[config.mk]
export PLATFORM = sky130hd
export DESIGN_NAME = cwsr_regs
export DESIGN_NICKNAME = d
export VERILOG_FILES = /design/src/rtl/cwsr_pkg.sv /design/src/rtl/cwsr_sticky.sv /design/src/rtl/cwsr_regs.sv
export VERILOG_INCLUDE_DIRS = /design/src /design/src/rtl
export SDC_FILE = /design/constraint.sdc
export NUM_CORES = 1
export LEC_CHECK = 0
export BUFFER_PORTS_ARGS = -buffer_cell sky130_fd_sc_hd__buf_2
export CAP_MARGIN = 20
export CORE_MARGIN = 1.5
export CORE_UTILIZATION = 50
export DETAILED_ROUTE_END_ITERATION = 7
export PLACE_DENSITY = 0.77
export SETUP_SLACK_MARGIN = 0.4
export SLEW_MARGIN = 20
export SYNTH_ARGS = -nofsm -noshare
export SYNTH_HDL_FRONTEND = slang
export SYNTH_SLANG_ARGS = --single-unit
[constraint.sdc]
create_clock -name i_clk_sys -period 1.6 [get_ports i_clk_sys]
set_clock_uncertainty 0.15 [all_clocks]
set_input_delay 0.16 -clock i_clk_sys [delete_from_list [all_inputs] [get_ports i_clk_sys]]
set_output_delay 0.16 -clock i_clk_sys [all_outputs]
set_load 0.005 [all_outputs]
[src/rtl/cwsr_defs.svh]
// constants for the configuration and wake status register bank
`ifndef CWSR_DEFS_SVH
`define CWSR_DEFS_SVH
`define CWSR_ADDR_STATUS 6'h31
`define CWSR_ADDR_CONFIG 6'h3F
`define CWSR_CFG_RESET 24'h800000
`define CWSR_CFG_WMASK 24'hFFFFF7
`define CWSR_B_WAKE_FN 23
`define CWSR_B_LIN_PAT 22
`define CWSR_B_LIN_FAST 21
`define CWSR_B_TH_SCOPE 20
`define CWSR_B_EC_HV 19
`define CWSR_B_V2_ROLE 18
`define CWSR_B_SUP_UNLK 17
`define CWSR_B_WD_UNLK 16
`define CWSR_B_M_HS1 15
`define CWSR_B_M_LS1 14
`define CWSR_B_M_TW 13
`define CWSR_B_M_EC 12
`define CWSR_B_M_OL 11
`define CWSR_B_M_SPI 10
`define CWSR_B_M_PHY 9
`define CWSR_B_M_GW 8
`define CWSR_B_PUMP_UNLK 7
`define CWSR_B_PUMP_LOW 6
`define CWSR_B_DITH 5
`define CWSR_B_FS_FORCE 4
`define CWSR_B_BRIDGE_A 2
`define CWSR_B_BRIDGE_B 1
`define CWSR_B_WD_SVC 0
`define CWSR_STATE_POWERON 2'h2
`define CWSR_CLUSTERS 5
`endif

[src/rtl/cwsr_pkg.sv]
// types for the configuration and wake status register bank
package cwsr_pkg;
    typedef enum logic [1:0] {
        CWSR_OP_READ = 2'h0,
        CWSR_OP_WRITE = 2'h1,
        CWSR_OP_RDCLR = 2'h2,
        CWSR_OP_RSVD = 2'h3
    } cwsr_op_t;
    typedef struct packed {
        logic valid;
        cwsr_op_t op;
        logic [5:0] addr;
        logic [23:0] data;
    } cwsr_cmd_t;
    typedef struct packed {
        logic open_hs1;
        logic open_ls1;
        logic open_ec;
        logic open_other;
        logic thermal_warn;
        logic other_warn;
        logic spi_err;
        logic phy_err;
    } cwsr_fault_t;
    typedef struct packed {
        logic global_error;
        logic spi_error;
        logic phy_error;
        logic functional_error;
        logic global_warning;
    } cwsr_gsb_t;
endpackage : cwsr_pkg

[src/rtl/cwsr_sticky.sv]
// bank of set-dominant sticky flags cleared by read-and-clear
`timescale 1ns/1ps
`default_nettype none
module cwsr_sticky #(
    parameter int WIDTH = 8
) (
    // clock and reset
    input wire logic i_clk_sys,
    input wire logic i_rst_b,
    // events and clear
    input wire logic [WIDTH-1:0] i_set,
    input wire logic i_clear,
    // flags
    output logic [WIDTH-1:0] o_flag
);
    // each flag keeps its own set-wins register
    genvar g;
    generate
        for (g = 0; g < WIDTH; g++) begin : g_flag
            always_ff @(posedge i_clk_sys or negedge i_rst_b) begin
                if (!i_rst_b) begin
                    o_flag[g] <= 1'b0;
                end else if (i_set[g]) begin
                    o_flag[g] <= 1'b1;
                end else if (i_clear) begin
                    o_flag[g] <= 1'b0;
                end
            end
        end
    endgenerate
endmodule : cwsr_sticky
`default_nettype wire

[src/rtl/cwsr_regs.sv]
// configuration and wake status registers behind the serial command port
`timescale 1ns/1ps
`default_nettype none
`include "cwsr_defs.svh"
module cwsr_regs (
    // clock and reset
    input wire logic i_clk_sys,
    input wire logic i_rst_b,
    // decoded serial commands, one pulse per frame
    input wire cwsr_pkg::cwsr_cmd_t i_cmd,
    output logic [23:0] o_rdata,
    output logic o_invalid_cmd,
    // wake pin and wake source pulses
    input wire logic i_wake_input_pin,
    input wire logic i_wake_overvoltage,
    input wire logic i_wake_can,
    input wire logic i_wake_lin,
    input wire logic i_wake_timer,
    // watchdog and device events
    input wire logic i_watchdog_fail,
    input wire logic i_watchdog_valid_service,
    input wire logic i_forced_standby_wd,
    input wire logic i_forced_standby_heat,
    input wire logic [1:0] i_device_state,
    input wire logic [`CWSR_CLUSTERS-1:0] i_cluster_thermal_flags,
    // fault sources feeding the global status byte, and the pump low-voltage input
    input wire cwsr_pkg::cwsr_fault_t i_fault,
    input wire logic i_pump_voltage_low,
    // configuration outputs
    output logic o_wake_pin_function_select,
    output logic o_lin_wake_pattern_select,
    output logic o_lin_fast_rate_select,
    output logic o_thermal_cutoff_scope,
    output logic o_second_supply_role,
    output logic o_electrochrome_high_volt,
    output logic o_pump_dither_off,
    output logic o_bridge_a_motor_split,
    output logic o_bridge_b_motor_split,
    output logic o_watchdog_service_bit,
    // guarded settings write enables
    output logic o_load_supervision_write_ok,
    output logic o_watchdog_setup_write_ok,
    output logic o_pump_stop_write_ok,
    // fail-safe and pump
    output logic o_force_failsafe_outputs,
    output logic o_failsafe_no_reset,
    output logic o_pump_voltage_low_flag,
    output logic o_pump_outputs_off,
    // global status byte
    output cwsr_pkg::cwsr_gsb_t o_global_status_byte
);
    import cwsr_pkg::*;

    ////////////////////////////////////////////////////////////////////////
    // command decode
    logic [23:0] cfg;
    logic [23:0] next_cfg;
    wire hit_cfg = i_cmd.addr == `CWSR_ADDR_CONFIG;
    wire hit_st = i_cmd.addr == `CWSR_ADDR_STATUS;
    wire is_wr = i_cmd.valid && i_cmd.op == CWSR_OP_WRITE;
    wire is_rc = i_cmd.valid && i_cmd.op == CWSR_OP_RDCLR;
    wire is_rd = is_rc || (i_cmd.valid && i_cmd.op == CWSR_OP_READ);
    wire bad_op = i_cmd.valid && i_cmd.op == CWSR_OP_RSVD;
    wire bad_addr = i_cmd.valid && !hit_cfg && !hit_st;
    wire st_write = is_wr && hit_st;
    wire cfg_write = is_wr && hit_cfg && !bad_op;
    wire st_clear = is_rc && hit_st && !bad_op;
    wire any_frame = i_cmd.valid && !st_write && !bad_op && !bad_addr;

    // unlock bits survive exactly one later frame
    wire unlk_sup = cfg[`CWSR_B_SUP_UNLK];
    wire unlk_wd = cfg[`CWSR_B_WD_UNLK];
    wire unlk_pump = cfg[`CWSR_B_PUMP_UNLK];
    logic armed_sup;
    logic armed_wd;
    logic armed_pump;

    ////////////////////////////////////////////////////////////////////////
    // configuration next value
    always_comb begin
        next_cfg = cfg;
        if (any_frame) begin
            // one-shot unlocks clear after the command that follows them
            if (armed_sup) next_cfg[`CWSR_B_SUP_UNLK] = 1'b0;
            if (armed_wd) next_cfg[`CWSR_B_WD_UNLK] = 1'b0;
            if (armed_pump) next_cfg[`CWSR_B_PUMP_UNLK] = 1'b0;
        end
        if (cfg_write) begin
            next_cfg = i_cmd.data & `CWSR_CFG_WMASK;
            if (armed_sup) next_cfg[`CWSR_B_SUP_UNLK] = 1'b0;
            if (armed_wd) next_cfg[`CWSR_B_WD_UNLK] = 1'b0;
            if (armed_pump) next_cfg[`CWSR_B_PUMP_UNLK] = 1'b0;
        end
    end

    // configuration register
    always_ff @(posedge i_clk_sys or negedge i_rst_b) begin
        if (!i_rst_b) begin
            cfg <= `CWSR_CFG_RESET;
        end else begin
            cfg <= next_cfg;
        end
    end

    // arm an unlock after the frame that set it, so the next frame uses it
    always_ff @(posedge i_clk_sys or negedge i_rst_b) begin
        if (!i_rst_b) begin
            armed_sup <= 1'b0;
            armed_wd <= 1'b0;
            armed_pump <= 1'b0;
        end else if (any_frame) begin
            armed_sup <= next_cfg[`CWSR_B_SUP_UNLK];
            armed_wd <= next_cfg[`CWSR_B_WD_UNLK];
            armed_pump <= next_cfg[`CWSR_B_PUMP_UNLK];
        end
    end

    ////////////////////////////////////////////////////////////////////////
    // wake pin synchroniser and live level
    logic pin_meta;
    logic pin_sync;
    logic wake_pin_level;
    always_ff @(posedge i_clk_sys or negedge i_rst_b) begin
        if (!i_rst_b) begin
            pin_meta <= 1'b0;
            pin_sync <= 1'b0;
        end else begin
            pin_meta <= i_wake_input_pin;
            pin_sync <= pin_meta;
        end
    end

    // level follows pin only while it serves as wake input
    always_ff @(posedge i_clk_sys or negedge i_rst_b) begin
        if (!i_rst_b) begin
            wake_pin_level <= 1'b0;
        end else if (!cfg[`CWSR_B_WAKE_FN]) begin
            wake_pin_level <= pin_sync;
        end
    end

    ////////////////////////////////////////////////////////////////////////
    // latched status bits: wake sources, forced standby, watchdog failure
    logic [7:0] sticky;
    logic pin_wake_ev;
    logic pin_prev;
    // set order follows the status word from bit 23 downwards
    wire [7:0] sticky_set = {i_wake_overvoltage, pin_wake_ev,
        i_wake_can, i_wake_lin, i_wake_timer, i_forced_standby_heat,
        i_forced_standby_wd, i_watchdog_fail};
    cwsr_sticky #(
        .WIDTH(8)
    ) u_sticky (
        .i_clk_sys(i_clk_sys),
        .i_rst_b(i_rst_b),
        .i_set(sticky_set),
        .i_clear(st_clear),
        .o_flag(sticky)
    );
    // a pin wake is a rising level seen while the pin is a wake input
    always_ff @(posedge i_clk_sys or negedge i_rst_b) begin
        if (!i_rst_b) begin
            pin_prev <= 1'b0;
            pin_wake_ev <= 1'b0;
        end else begin
            pin_prev <= pin_sync;
            pin_wake_ev <= pin_sync && !pin_prev && !cfg[`CWSR_B_WAKE_FN];
        end
    end

    ////////////////////////////////////////////////////////////////////////
    // watchdog failure counter, device state
    logic [3:0] wd_count;
    logic [1:0] dev_state;
    always_ff @(posedge i_clk_sys or negedge i_rst_b) begin
        if (!i_rst_b) begin
            wd_count <= 4'h0;
        end else if (i_watchdog_valid_service) begin
            wd_count <= 4'h0;
        end else if (i_watchdog_fail && wd_count != 4'hF) begin
            wd_count <= wd_count + 4'h1;
        end
    end

    // device state is sampled only at a read-and-clear
    always_ff @(posedge i_clk_sys or negedge i_rst_b) begin
        if (!i_rst_b) begin
            dev_state <= `CWSR_STATE_POWERON;
        end else if (st_clear) begin
            dev_state <= i_device_state;
        end
    end

    wire thermal_one = |i_cluster_thermal_flags;

    ////////////////////////////////////////////////////////////////////////
    // pump-low flag: latched or live
    logic pump_latch;
    always_ff @(posedge i_clk_sys or negedge i_rst_b) begin
        if (!i_rst_b) begin
            pump_latch <= 1'b0;
        end else if (i_pump_voltage_low) begin
            pump_latch <= 1'b1;
        end else if (st_clear || cfg[`CWSR_B_PUMP_LOW]) begin
            pump_latch <= 1'b0;
        end
    end
    wire pump_flag = cfg[`CWSR_B_PUMP_LOW] ? i_pump_voltage_low :
        pump_latch;

    ////////////////////////////////////////////////////////////////////////
    // global status byte with masking
    wire open_any = i_fault.open_hs1 | i_fault.open_ls1 | i_fault.open_ec |
        i_fault.open_other;
    wire open_err = (i_fault.open_hs1 & !cfg[`CWSR_B_M_HS1]) |
        (i_fault.open_ls1 & !cfg[`CWSR_B_M_LS1]) |
        (i_fault.open_ec & !cfg[`CWSR_B_M_EC]);
    wire open_unmasked = open_err & !cfg[`CWSR_B_M_OL];
    wire tw_err = i_fault.thermal_warn & !cfg[`CWSR_B_M_TW];
    wire spi_err = i_fault.spi_err & !cfg[`CWSR_B_M_SPI];
    wire phy_err = i_fault.phy_err & !cfg[`CWSR_B_M_PHY];
    wire gw_err = i_fault.other_warn & !cfg[`CWSR_B_M_GW];
    wire other_open = i_fault.open_other & !cfg[`CWSR_B_M_OL];
    cwsr_gsb_t next_gsb;
    assign next_gsb.global_error = open_unmasked | other_open | tw_err |
        spi_err | phy_err | gw_err;
    assign next_gsb.spi_error = i_fault.spi_err;
    assign next_gsb.phy_error = i_fault.phy_err;
    assign next_gsb.functional_error = open_any;
    assign next_gsb.global_warning = i_fault.thermal_warn |
        i_fault.other_warn;

    ////////////////////////////////////////////////////////////////////////
    // status word assembly and read data
    wire [23:0] status_word = {sticky[7], wake_pin_level, 1'b0, sticky[6],
        sticky[5], sticky[4], sticky[3], 1'b0, 1'b0, 3'h0, wd_count,
        dev_state, 1'b0, thermal_one, sticky[2], sticky[1], sticky[0], 1'b0};
    wire [23:0] next_rdata = !is_rd ? o_rdata : hit_cfg ? cfg :
        hit_st ? status_word : 24'h000000;

    // registered outputs
    always_ff @(posedge i_clk_sys or negedge i_rst_b) begin
        if (!i_rst_b) begin
            o_rdata <= 24'h000000;
            o_invalid_cmd <= 1'b0;
            o_global_status_byte <= '0;
            o_pump_voltage_low_flag <= 1'b0;
            o_pump_outputs_off <= 1'b0;
        end else begin
            o_rdata <= next_rdata;
            o_invalid_cmd <= st_write | bad_op | bad_addr;
            o_global_status_byte <= next_gsb;
            o_pump_voltage_low_flag <= pump_flag;
            o_pump_outputs_off <= pump_flag;
        end
    end

    // configuration fields out
    always_ff @(posedge i_clk_sys or negedge i_rst_b) begin
        if (!i_rst_b) begin
            o_wake_pin_function_select <= 1'b1;
            o_lin_wake_pattern_select <= 1'b0;
            o_lin_fast_rate_select <= 1'b0;
            o_thermal_cutoff_scope <= 1'b0;
            o_second_supply_role <= 1'b0;
            o_electrochrome_high_volt <= 1'b0;
            o_pump_dither_off <= 1'b0;
            o_bridge_a_motor_split <= 1'b0;
            o_bridge_b_motor_split <= 1'b0;
            o_watchdog_service_bit <= 1'b0;
            o_force_failsafe_outputs <= 1'b0;
            o_failsafe_no_reset <= 1'b0;
        end else begin
            o_wake_pin_function_select <= next_cfg[`CWSR_B_WAKE_FN];
            o_lin_wake_pattern_select <= next_cfg[`CWSR_B_LIN_PAT];
            o_lin_fast_rate_select <= next_cfg[`CWSR_B_LIN_FAST];
            o_thermal_cutoff_scope <= next_cfg[`CWSR_B_TH_SCOPE];
            o_second_supply_role <= next_cfg[`CWSR_B_V2_ROLE];
            o_electrochrome_high_volt <= next_cfg[`CWSR_B_EC_HV];
            o_pump_dither_off <= next_cfg[`CWSR_B_DITH];
            o_bridge_a_motor_split <= next_cfg[`CWSR_B_BRIDGE_A];
            o_bridge_b_motor_split <= next_cfg[`CWSR_B_BRIDGE_B];
            o_watchdog_service_bit <= next_cfg[`CWSR_B_WD_SVC];
            o_force_failsafe_outputs <= next_cfg[`CWSR_B_FS_FORCE];
            o_failsafe_no_reset <= next_cfg[`CWSR_B_FS_FORCE];
        end
    end

    // write permission for guarded settings elsewhere
    always_ff @(posedge i_clk_sys or negedge i_rst_b) begin
        if (!i_rst_b) begin
            o_load_supervision_write_ok <= 1'b0;
            o_watchdog_setup_write_ok <= 1'b0;
            o_pump_stop_write_ok <= 1'b0;
        end else begin
            o_load_supervision_write_ok <= next_cfg[`CWSR_B_SUP_UNLK];
            o_watchdog_setup_write_ok <= next_cfg[`CWSR_B_WD_UNLK];
            o_pump_stop_write_ok <= next_cfg[`CWSR_B_PUMP_UNLK];
        end
    end

    ////////////////////////////////////////////////////////////////////////
    // checks
    AST_CFG_RESET_WAKE: assert property (@(posedge i_clk_sys)
        $rose(i_rst_b) |-> cfg[`CWSR_B_WAKE_FN])
        else $error("wake pin function not 1 after reset");
    AST_UNLOCK_ONE_SHOT: assert property (@(posedge i_clk_sys)
        disable iff (!i_rst_b) armed_sup && any_frame |=> !unlk_sup)
        else $error("supervision unlock did not clear");
    AST_WD_UNLOCK: assert property (@(posedge i_clk_sys)
        disable iff (!i_rst_b) armed_wd && any_frame |=> !unlk_wd)
        else $error("watchdog unlock did not clear");
    AST_PUMP_UNLOCK: assert property (@(posedge i_clk_sys)
        disable iff (!i_rst_b) armed_pump && any_frame |=> !unlk_pump)
        else $error("pump unlock did not clear");
    AST_SPI_MASK: assert property (@(posedge i_clk_sys)
        disable iff (!i_rst_b) cfg[`CWSR_B_M_SPI] && i_fault == 8'h02 |=>
        o_global_status_byte.spi_error && !o_global_status_byte.global_error)
        else $error("masked serial error reached global error");
    AST_TW_MASK: assert property (@(posedge i_clk_sys)
        disable iff (!i_rst_b) cfg[`CWSR_B_M_TW] && i_fault == 8'h08 |=>
        o_global_status_byte.global_warning &&
        !o_global_status_byte.global_error)
        else $error("masked thermal warning reached global error");
    AST_STATUS_WRITE: assert property (@(posedge i_clk_sys)
        disable iff (!i_rst_b) st_write |=> o_invalid_cmd && $stable(cfg))
        else $error("status write not flagged");
    AST_WD_COUNT_CLR: assert property (@(posedge i_clk_sys)
        disable iff (!i_rst_b) i_watchdog_valid_service |=> wd_count == 4'h0)
        else $error("watchdog count not cleared by service");
    AST_THERMAL_OR: assert property (@(posedge i_clk_sys)
        disable iff (!i_rst_b) is_rd && hit_st |=> o_rdata[4] ==
        $past(|i_cluster_thermal_flags))
        else $error("thermal level one not OR of clusters");
    AST_WAKE_LATCH: assert property (@(posedge i_clk_sys)
        disable iff (!i_rst_b) i_wake_can |=> sticky[5])
        else $error("can wake not latched");
    COV_CFG_WRITE: cover property (@(posedge i_clk_sys) cfg_write);
    COV_RDCLR: cover property (@(posedge i_clk_sys) st_clear);
    COV_UNLOCK: cover property (@(posedge i_clk_sys) armed_pump && cfg_write);
    COV_PIN_WAKE: cover property (@(posedge i_clk_sys) pin_wake_ev);
endmodule : cwsr_regs
`default_nettype wire

# Word-level counts from Yosys, hierarchy flattened
# Index checks and enable logic that the tools add are counted.
# totals
ff_bits	91
in_bits	60
out_inout_bits	47
word_cells	143
# op_classes
addsub	1
n_eq_ne	6
n_mux	25
bitwise_logic	22
reduce_logical	46
# op_table
cell	n
two-way mux 24 bit	3
nonzero test 2 bit	10
two-way mux 1 bit	19
logical AND 1 bit	17
zero test 1 bit	15
bitwise OR 1 bit	13
== test 6 bit, second input constant	2
AND 1 bit	9
two-way mux 4 bit	2
OR reduction 5 bit	1
adder 4 x 1 -> 4 bit, second input constant	1
== test 2 bit, second input constant	2
inequality test 4 bit, second input constant	1
== test 2 x 1 -> 1 bit, second input constant	1
zero test 2 bit	1
logical OR 1 bit	2
two-way mux 2 bit	1

# Logic depth before layout (Yosys ltp)
# Gate-level depths: netlist (run 1).
# depth
depth_word	10
ltp_mapped	6
mapped_depth_nobuf	5

# Cells and area by module
# A second synthesis (run 1) with hierarchy kept.
# unflattened
hier_cells	269
area_unflattened_um2	3139.3
# by_module_without_submodules
module	instances	cells_each	area_per_inst_um2	seq_area_each_um2
cwsr_regs	1	252	2875.3	1729.2
cwsr_sticky	1	17	264.0	200.2

# Worst setup path after synthesis (run 1)
# No wires, ideal clock.
# synth_path
path_kind	input to register
from	input i_cmd[28] (netlist bit)
to	register armed_pump
setup_time_ns	0.125
arrival_ns	1.169
path_slack_ns	0.157
cell_stages	5
n_path_buf	1
path_cell_list	nand3_2 and2b_1 buf_4 o221ai_2 mux2_2
# synth_between
elab_chain_len	8
word_cells_on_any_way	16
cone_classes	eq/ne (2); mux (2); reduce/logical (12)
# synth_rtl
element	line_no	source
from (decl)	cwsr_regs.sv:10	input wire cwsr_pkg::cwsr_cmd_t i_cmd,
== test 6 bit (no line)	-	
logical AND 1 bit or zero test 1 bit (tied branches)	cwsr_regs.sv:65, cwsr_regs.sv:64	
zero test 1 bit or logical AND 1 bit (tied branches)	cwsr_regs.sv:68, cwsr_regs.sv:64	
logical AND 1 bit (on tied branches)	cwsr_regs.sv:68, cwsr_regs.sv:64	
logical AND 1 bit or zero test 1 bit (tied branches)	cwsr_regs.sv:68	wire any_frame = i_cmd.valid && !st_write && !bad_op && !bad_addr;
logical AND 1 bit	cwsr_regs.sv:68	
two-way mux 1 bit	cwsr_regs.sv:82	if (any_frame) begin
two-way mux 24 bit	cwsr_regs.sv:88	if (cfg_write) begin
to (signal assigned)	cwsr_regs.sv:114	armed_pump <= next_cfg[`CWSR_B_PUMP_UNLK];
to (decl)	cwsr_regs.sv:76	logic armed_pump;
# Several ways; a longest one is shown, not always the timed one.
# A chain may end at the register's enable or synchronous reset.

# Worst setup path after layout (run 1)
# layout_path
from	register wd_count[2]
to	register wd_count[3]
# layout_between
elab_chain_len	3
word_cells_on_any_way	6
cone_classes	add/sub (1); eq/ne (1); mux (2); reduce/logical (2)
# layout_rtl
element	line_no	source
from (decl)	cwsr_regs.sv:173	logic [3:0] wd_count;
from (signal assigned)	cwsr_regs.sv:181	wd_count <= wd_count + 4'h1;
adder 4 x 1 -> 4 bit or inequality test 4 bit (tied branches)	cwsr_regs.sv:181, cwsr_regs.sv:180	
two-way mux 4 bit or logical AND 1 bit (tied branches)	cwsr_regs.sv:180	end else if (i_watchdog_fail && wd_count != 4'hF) begin
two-way mux 4 bit or nonzero test 2 bit (tied branches)	-	
# Several ways; a longest one is shown, not always the timed one. The select of a mux whose other input is x is not followed.

==> flow_summary.toml, run 1 <==
[layout]
fill_cells = 376
post-route-util = 0.798
nNetsFinal = 542
finish.instance_area_sq_um = 4780
diodes = 0
syn_to_final_growth_pct = 51.9
drive_gt1_frac = 0.409

[clock_network]
hold_buffers = 38
path_clk_slew_ns = 0.08
htree_levels = 3
cts_tree = "yes"
clk_latency_ns = 0.34
cts_buffer_depth = 2
cts-buffers-inserted = 9
clkSinkCount = 77
root_buffer = "clkbuf_8"

[floorplanning]
core_area_sq_um = 5990
die_w_microns = 82.3
io_pins = 107
die_h_microns = 82.3
initial_core_util = 0.525
placementRows = 28
dieArea_sq_um = 6780

[yosys]
avgSynthCellArea_sq_um = 10.3
ys_types = 39
netlist_instances = 305
synthFlopType = "dfrtp_1"
yosysWarnings = 0
synth_edf_count = 0
netlist_area_sq_um = 3150
synth_fp_nets = 366
async_flop_share = 1.00
ys_seq_area_frac = 0.613
ys_ff_latch = 77

[routing]
routedWlPerCell_microns = 16.5
drt_iter0_markers = 172
num_vias = 2984
antenna_left = 0
drc_errors = 0
dr.pass1.iters = 4
via_per_inst = 5.32
routed_wl_microns = 9260

[worst_setup_path]
critical_path_buf_inv_count = 0
cp_top_family = "flip-flops"
slowest_stage = "dfrtp_1"
cp-end-kind = "flop"
cp_data_required_time_ns = 1.72
crit_fanout = 5
crit_chain = "and3_4 -> nand3_2 -> xor2_1 -> nor2_1"
path_class = "reg -> reg"
critPathArrivalTime_ns = 1.42
start_kind = "flop"
crit_path_max_incr_delay_ns = 0.51

[sta]
relSlewSlack = 0.764
min_period_over_period = 0.811
maxSlewViolCount = 0
min_period_ns = 1.30
setup_viol = 0
hold_ws_ns = -0.116
rsz0062_at_grt = "true"
fmax_mhz = 770
hold_viol = 1
worst_slew_pin_slew_ns = 0.354

[power_and_ir_drop]
power_density_nw_per_um2 = 887
p_comb_frac = 0.150
power_switching_uw = 1060
leakage_uw = 0.00244
p_seq_frac = 0.507
intPower_uw = 3180
p_clk_frac = 0.343
swShare = 0.251
vdd_ir_drop_max_v = 0.000651

[global_route]
grt_pass1_vias = 3018
antenna_found_initial = 0
grt_pass1_wl_microns = 14200
grt_max_degree = 31
overflow = 0
grt_usage = 0.287

[job]
max_cap_violations = 0

[placed_design]
place.port_buffers = 105
finalWeightedCongestion = 0.839
place_area_sq_um = 3950
dp_hpwl_microns = 5640

[worst_hold_path]
hold_path.class = "in -> reg"

[run_status]
outcome = "complete, but fails checks"
violations = "hold timing"
-- worst paths after layout --
| kind | from | to | slack [ns] | cells past startpoint |
|---|---|---|---|---|
| worst min-delay path | i_fault[6] | o_global_status_byte[1] | -0.12 | 2 |
| worst max register to register | wd_count[2] | wd_count[3] | 0.30 | 4 |
| worst min register to register | pin_meta | pin_sync | 0.20 | 0 |
| worst max-delay path | wd_count[2] | wd_count[3] | 0.30 | 4 |
| min in group asynchronous | i_rst_b | o_pump_outputs_off | 0.12 | 2 |
| max in group asynchronous | i_rst_b | cfg[23] | 0.64 | 3 |
-- cell families (layout without fill, tap and decap cells) --
group,Yosys count,in the layout,synth area share
AOI/OAI and AO/OA,47,47,0.115
xor gates and xnor gates,2,2,0.00557
adders and majority gates,1,1,0.00398
buffers and inverters,26,207,0.0422
DFF,77,77,0.613
muxes,6,6,0.0215
and+or+nand+nor,146,146,0.199
-- flip-flops by register name, summed over array words and instances (netlist names) --
name and cells:
pin_prev 1, o_invalid_cmd 1, o_pump_outputs_off 1, cfg 23, pump_latch 1, u_sticky.o_flag 8, armed_sup 1, armed_wd 1
pin_meta 1, pin_wake_ev 1, pin_sync 1, dev_state 2, wake_pin_level 1, wd_count 4, o_global_status_byte 5, o_rdata 24
armed_pump 1
-- power groups by stage --
stage	Sequential (uW)	Clock [uW]	Combinational, uW
finish	2150	1450	637
global route	2160	1550	693
detailed placement	2180	0	476
CTS	2140	1470	583
floorplan	2170	0	214
global placement	2180	0	457
-- routing by layer --
metal	share of wire	track usage	up-vias
met4	0.021	0.114	0
met3	0.048	0.0582	18
li1	-	-	1386
met1	0.39	0.335	1480
met5	0	0	-
met2	0.54	0.512	100
-- layout by cell type, fill, tap and decap left out, types with 3 or more instances in the layout --
cell type and n:
a21o_1 8, a221oi_1 6, a221oi_2 8, buf_2 101, buf_4 36, buf_6 6
clkbuf_8 10, dfrtp_1 75, dlygate4sd3_1 38, inv_1 9, mux2_4 4, nand2_1 79
nand2b_1 4, nand3_1 10, nand3_2 3, nor2_1 33, o21ai_0 4, o22ai_1 5
-- through the flow --
stage                     hold WS [ns]  instances  power, uW  TNS (ns)  worst slack [ns]
after detailed placement       -0.0544        487       2660    -0.107           -0.0648
after global routing            -0.115        561       4410         0             0.263
after CTS                       -0.132        552       4190         0             0.300
final                           -0.116        561       4240         0             0.302
after floorplan                 -0.286        305       2390         0             0.197
after global placement         -0.0643        487       2630   -0.0267           -0.0267
-- cells in the mapped netlist, types with 3 or more instances --
cell type | number | share of area
dfrtp_1 | 75 | 0.60
nand2_1 | 80 | 0.095
nand2b_1 | 4 | 0.0080
buf_4 | 5 | 0.012
a221oi_1 | 14 | 0.039
a21o_1 | 8 | 0.019
o31ai_1 | 3 | 0.0072
nor2_1 | 33 | 0.039
clkbuf_1 | 4 | 0.0048
inv_1 | 9 | 0.011
nor3_1 | 3 | 0.0048
o22ai_1 | 7 | 0.014
buf_2 | 7 | 0.011
mux2_2 | 6 | 0.021
o21ai_0 | 4 | 0.0064
nand3_1 | 14 | 0.022
-- repair_timing --
item	in CTS	in global routing
setup buffers	11	9
gates cloned	0	0
gates resized for setup	13	11
pin swaps	3	6
setup endpoints to repair	36	36
endpoints found under the hold margin	116	1
-- cell type report --
type	instances	area, sq um	area share
inverter	9	33.8	0.00707
clock inverter	4	47.5	0.00995
tap	75	93.8	0.0196
clock buffer	12	145	0.0304
multi-input combinational	202	1280	0.269
timing repair buffer	182	1240	0.260
sequential	77	1930	0.404
(Power assumes the default switching activity.)
==> inputs of run 2 (changes only) <==
==> constraint.sdc (replaced) <==
create_clock -name i_clk_sys -period 1.2 [get_ports i_clk_sys]
set_clock_uncertainty 0.15 [all_clocks]
set_input_delay 0.12 -clock i_clk_sys [delete_from_list [all_inputs] [get_ports i_clk_sys]]
set_output_delay 0.12 -clock i_clk_sys [all_outputs]
set_load 0.005 [all_outputs]
==> flow_summary.toml, run 2 <==
[yosys]
synth_top_area_cell = "dfrtp_1"
netlist_instances = 305
ys_types = 39
synth-compound-area-share = 0.115
async_flop_share = 1.00
synthFlopType = "dfrtp_1"
yosysWarnings = 0
avgSynthCellArea_sq_um = 10.3
netlist_area_sq_um = 3150
yosysMostFrequentCell = "nand2_1"
synth_fp_nets = 366
synth_top_family_by_area = "simple AND/OR/NAND/NOR gates"
yosys.area_share.adder = 0.00398
synth_top_area_share = 0.597
muxShareOfSynthArea = 0.0215
ys_ff_latch = 77
ys_top_cells_by_area = "dfrtp_1 60%, nand2_1 9.5%, nor2_1 3.9%"
synth_edf_count = 0
synth_commonest_cells = "80 x nand2_1, 75 x dfrtp_1, 33 x nor2_1, 14 x a221oi_1, 14 x nand3_1"
ys_seq_area_frac = 0.613
synth-xor-area-share = 0.00557
synthSimpleGateAreaFrac = 0.199

[placed_design]
place.port_buffers = 105
finalWeightedCongestion = 0.858
dp_hpwl_microns = 5830
dp_slack_ns = -0.403

[global_route]
grt_max_degree = 30

[floorplanning]
die_h_microns = 82.3
placementRows = 28
initial_core_util = 0.525
die_w_microns = 82.3
io_pins = 107

[run_status]
haltStage = "global routing (5_1_grt)"
error = "[ERROR DPL-0038] Utilization greater than 100%, impossible to legalize"
outcome = "did not finish"

[clock_network]
cts_buffer_depth = 2
clkSinkCount = 77
root_buffer = "clkbuf_8"
cts-buffers-inserted = 9
htree_levels = 3

[sta]
endpoint_type = "register input"
crit_endpoint = "armed_sup$_DFFE_PN0N_/D"
-- run 2: cell counts after synthesis --
No cell type changed its count.
-- run 2: metrics by stage --
step                      hold WS, ns  setup TNS, ns  utilization  instances  cell area (sq um)
after CTS                      -0.494         -0.282        0.915        580               5480
after detailed placement       -0.130         -17.47        0.685        503               4100
after global placement         -0.129         -15.81        0.685        503               4100
after floorplan                -0.326          -2.20            -        305               3300
-- run 2: repair_timing --
action | in CTS
gates cloned | 4
hold endpoints to repair | 118
hold buffers | 22
pin swaps | 60
setup buffers | 35
setup endpoints to repair | 117
gates resized for setup | 137
-- run 2: kinds of logic after synthesis --
family | count (synthesis)
simple gates | 146
fa+ha+maj | 1
flops | 77
buf+inv | 26
xor+xnor | 2
compound gates | 47
mux | 6
==> inputs of run 3 (changes only) <==
--- a/config.mk
+++ b/config.mk
@@ -9,10 +9,9 @@
 export BUFFER_PORTS_ARGS = -buffer_cell sky130_fd_sc_hd__buf_2
 export CAP_MARGIN = 20
 export CORE_MARGIN = 1.5
-export CORE_UTILIZATION = 50
+export CORE_UTILIZATION = 40
 export DETAILED_ROUTE_END_ITERATION = 7
-export PLACE_DENSITY = 0.77
-export SETUP_SLACK_MARGIN = 0.4
+export PLACE_DENSITY_LB_ADDON = 0.15
 export SLEW_MARGIN = 20
 export SYNTH_ARGS = -nofsm -noshare
 export SYNTH_HDL_FRONTEND = slang
==> flow_summary.toml, run 3 (synthesis gave the netlist of run 1 again) <==
[run_status]
outcome = "complete, but fails checks"
violations = "setup timing"

[floorplanning]
placementRows = 32
initial_core_util = 0.409
core_area_sq_um = 7690
io_pins = 107
die_h_microns = 91.7
die_w_microns = 91.7
dieArea_sq_um = 8410

[layout]
regArea_sq_um = 1930
post-route-util = 0.656
finish.instance_area_sq_um = 5040
layout_common_cells = "96 x buf_2, 78 x nand2_1, 74 x dfrtp_1"
syn_to_final_growth_pct = 60.4
layout.cells.non_filler = 589
drive_gt1_frac = 0.421
largest_register = "o_rdata"
multi_input_area_sq_um = 1340
fill_cells = 660
nNetsFinal = 543
final_common_cell = "buf_2"
reg_top3 = "o_rdata x24, cfg x23, u_sticky.o_flag x8"
diodes = 0
largest_reg_flops = 24

[global_route]
grt_pass1_vias = 2958
overflow = 0
grt_pass1_wl_microns = 14000
antenna_found_initial = 0
grt_usage = 0.215
grt_max_degree = 34

[job]
max_cap_violations = 0

[sta]
fmax_mhz = 786
min_period_over_period = 1.06
worst_slew_pin_slew_ns = 0.338
maxSlewViolCount = 0
rsz0062_at_grt = "true"
relSlewSlack = 0.775
worst_slack_ns = -0.0721
hold_viol = 0
setup_viol = 11
min_period_ns = 1.27

[worst_setup_path]
reg2regPathDepth = 4
critical_path_buf_inv_count = 1
r2r_slack_ns = -0.02
cp.depth = 1
crit_fanout = 2
slowest_stage = "dfstp_2"
path_class = "reg -> out"
cp_data_required_time_ns = 0.93
start_kind = "flop"
critPathArrivalTime_ns = 1.00
crit_path_max_incr_delay_ns = 0.55
r2r-start = "cfg[16]"
worstReg2RegEnd = "armed_wd"
cp-end-kind = "primary output"
cp_top_family = "flip-flops"
crit_chain = "buf_2"

[routing]
routed_wl_microns = 8640
drc_errors = 0
drt_iter0_markers = 87
dr.pass1.iters = 4
antenna_left = 0
via_per_inst = 4.88
routedWlPerCell_microns = 14.7
num_vias = 2874

[clock_network]
clkSinkCount = 77
htree_levels = 3
cts_buffer_depth = 2
path_clk_slew_ns = 0.09
cts_tree = "yes"
cts-buffers-inserted = 9
root_buffer = "clkbuf_8"
clk_latency_ns = 0.34

[power_and_ir_drop]
vdd_ir_drop_max_v = 0.000664
power_density_nw_per_um2 = 1220
totalPowerFinal_uw = 6170
leakage_uw = 0.00252

[worst_hold_path]
min_to = "o_rdata[4]"
hp-start = "i_cluster_thermal_flags[1]"
hold_path.class = "in -> reg"
whs_path_depth = 3

[placed_design]
place_inst = 525
finalWeightedCongestion = 0.800
place_area_sq_um = 4110
place.port_buffers = 105
dp_hpwl_microns = 5810
## run 3: layer usage
metal / up-vias / GRT usage / share of wire
li1: 1390 / - / -
met3: 9 / 0.0340 / 0.041
met5: - / 0 / 0
met1: 1396 / 0.276 / 0.44
met4: 0 / 0.0820 / 0.011
met2: 79 / 0.364 / 0.51
## run 3: how the worst max path moves through the flow
stage / startpoint / to / slack (ns)
CTS: cfg[23] / o_wake_pin_function_select / -0.09
finish: cfg[23] / o_wake_pin_function_select / -0.07
detailed placement: i_cmd[25] / u_sticky.o_flag[2] / -0.39
global placement: i_cmd[25] / u_sticky.o_flag[6] / -0.37
floorplan: i_cmd[24] / armed_pump / -0.16
global route: cfg[23] / o_wake_pin_function_select / -0.10
## run 3: what timing repair did
item	in CTS	in global routing
hold endpoints to repair	118	0
setup buffers	6	3
endpoints found under the setup margin	17	52
pin swaps	4	12
hold buffers	41	0
resized for setup	14	30
gates cloned	0	0
## run 3: layout make-up
cell class	instances	area share
clock buffers	11	0.0300
well taps	102	0.0253
clock inverters	5	0.0211
repair buffers	183	0.269
multi-input cells	202	0.265
inverters	9	0.00670
flip-flops and latches	77	0.383
## run 3: power breakdown
part / total [uW] / leakage (uW) / internal, uW / switching, uW
Combinational: 846 / 0.00146 / 477 / 369
Sequential: 2870 / 0.000927 / 2750 / 117
Clock: 2460 / 0.000126 / 1500 / 958
## run 3: metrics by stage
stage	TNS, ns	worst slack [ns]	hold WS, ns
floorplan	-2.32	-0.163	-0.326
global route	-0.728	-0.102	0.0285
finish	-0.311	-0.0721	0.0158
detailed placement	-17.82	-0.395	-0.144
CTS	-0.349	-0.0924	0.0216
global placement	-16.29	-0.369	-0.147
==> inputs of run 4 (changes only) <==
--- a/config.mk
+++ b/config.mk
@@ -6,11 +6,11 @@
 export SDC_FILE = /design/constraint.sdc
 export NUM_CORES = 1
 export LEC_CHECK = 0
-export BUFFER_PORTS_ARGS = -buffer_cell sky130_fd_sc_hd__buf_2
 export CAP_MARGIN = 20
 export CORE_MARGIN = 1.5
 export CORE_UTILIZATION = 40
 export DETAILED_ROUTE_END_ITERATION = 7
+export DONT_BUFFER_PORTS = 1
 export PLACE_DENSITY_LB_ADDON = 0.15
 export SLEW_MARGIN = 20
 export SYNTH_ARGS = -nofsm -noshare
==> flow_summary.toml, run 4 (synthesis gave the netlist of run 1 again) <==
[layout]
largest_reg_flops = 24
final_common_cell = "nand2_1"
syn_to_final_growth_pct = 32.2
drive_gt1_frac = 0.213
nNetsFinal = 427
post-route-util = 0.541
layout.cells.non_filler = 473
largest_register = "o_rdata"
multi_input_area_sq_um = 1270
diodes = 0
fill_cells = 730
layout_common_cells = "79 x nand2_1, 73 x dfrtp_1, 41 x dlygate4sd3_1"
reg_top3 = "o_rdata x24, cfg x23, u_sticky.o_flag x8"
regArea_sq_um = 1930

[worst_setup_path]
crit_fanout = 4
cp-end-kind = "flop"
cp_data_required_time_ns = 1.32
r2r-start = "wd_count[1]"
critPathArrivalTime_ns = 1.34
r2r_slack_ns = -0.02
path_class = "reg -> reg"
start_kind = "flop"
worstReg2RegEnd = "wd_count[1]"
reg2regPathDepth = 5

[power_and_ir_drop]
power_density_nw_per_um2 = 1230
vdd_ir_drop_max_v = 0.000564
totalPowerFinal_uw = 5120
leakage_uw = 0.00191

[routing]
num_vias = 2457
via_per_inst = 5.19
antenna_left = 0
routedWlPerCell_microns = 16.5
routed_wl_microns = 7810
dr.pass1.iters = 4
drc_errors = 0
drt_iter0_markers = 58

[sta]
fmax_mhz = 818
rsz0062_at_grt = "true"
maxSlewViolCount = 0
worst_slew_pin_slew_ns = 0.352
relSlewSlack = 0.765
min_period_over_period = 1.02
hold_viol = 83
min_period_ns = 1.22
worst_slack_ns = -0.0224
setup_viol = 4
setup_tns_ns = -0.0632
hold_ws_ns = -0.683

[placed_design]
finalWeightedCongestion = 0.814
dp_hpwl_microns = 5200
dp_slack_ns = -0.273
place.port_buffers = 0
place_inst = 413

[global_route]
antenna_found_initial = 0
grt_pass1_vias = 2373
grt_usage = 0.193
grt_pass1_wl_microns = 12200
overflow = 0
grt_max_degree = 78

[floorplanning]
dieArea_sq_um = 8410
core_area_sq_um = 7690
die_h_microns = 91.7
placementRows = 32
die_w_microns = 91.7
initial_core_util = 0.409
io_pins = 107

[clock_network]
path_clk_slew_ns = 0.08
cts_buffer_depth = 2
root_buffer = "clkbuf_8"
cts-buffers-inserted = 9
cts_tree = "yes"
clkSinkCount = 77
clk_latency_ns = 0.34
htree_levels = 3

[worst_hold_path]
hold_path.class = "in -> async"

[run_status]
violations = "hold timing, setup timing"
outcome = "complete, but fails checks"

[job]
max_cap_violations = 0
==> run 4: metal layers <==
| metal | up-vias | global-route usage | wire length [microns] |
|---|---|---|---|
| met1 | 1212 | 0.236 | 3330 |
| met2 | 80 | 0.312 | 3870 |
| met5 | - | 0 | 0 |
| met4 | 0 | 0.0977 | 144 |
| met3 | 8 | 0.0522 | 464 |
| li1 | 1157 | - | - |
==> run 4: how the worst max path moves through the flow <==
stage,from,endpoint,slack [ns],cells after the start
floorplan,i_cmd[24],armed_pump,-0.16,5
global placement,i_cmd[25],dev_state[0],-0.24,5
detailed placement,i_cmd[25],dev_state[0],-0.27,5
CTS,wd_count[1],wd_count[3],-0.04,5
global route,wd_count[1],wd_count[3],-0.1,5
finish,wd_count[1],wd_count[1],-0.02,5
==> run 4: worst max-delay path: stages (launching register included) <==
cell and delay (ns):
dfrtp_2 0.45, ha_4 0.18, nand3_4 0.07, buf_4 0.12
nand3_2 0.07, a21oi_2 0.11
==> run 4: metrics by stage <==
step / hold WS, ns / area [sq um]
detailed placement: -0.324 / 3480
global route: -0.711 / 4160
CTS: -0.714 / 4060
finish: -0.683 / 4160
global placement: -0.324 / 3480
floorplan: -0.326 / 3280
==> run 4: area by class of cell <==
cell class | instances | area share
repair buffers | 67 | 0.150
clock buffers | 13 | 0.0358
clock inverters | 3 | 0.00512
flip-flops and latches | 77 | 0.465
well taps | 102 | 0.0307
inverters | 9 | 0.00813
multi-input cells | 202 | 0.305
==> run 4: repair_timing <==
item,in CTS,in global routing
endpoints found under the setup margin,5,8
gates resized for setup,4,11
buffers inserted,0,3
hold endpoints to repair,128,91
pin swaps,5,2
hold buffers,39,2
==> run 4: where the power goes <==
part / internal, uW / total, uW / switching [uW]
Combinational: 291 / 485 / 195
Sequential: 2750 / 2890 / 140
Clock: 811 / 1740 / 929
Total: 3860 / 5120 / 1260
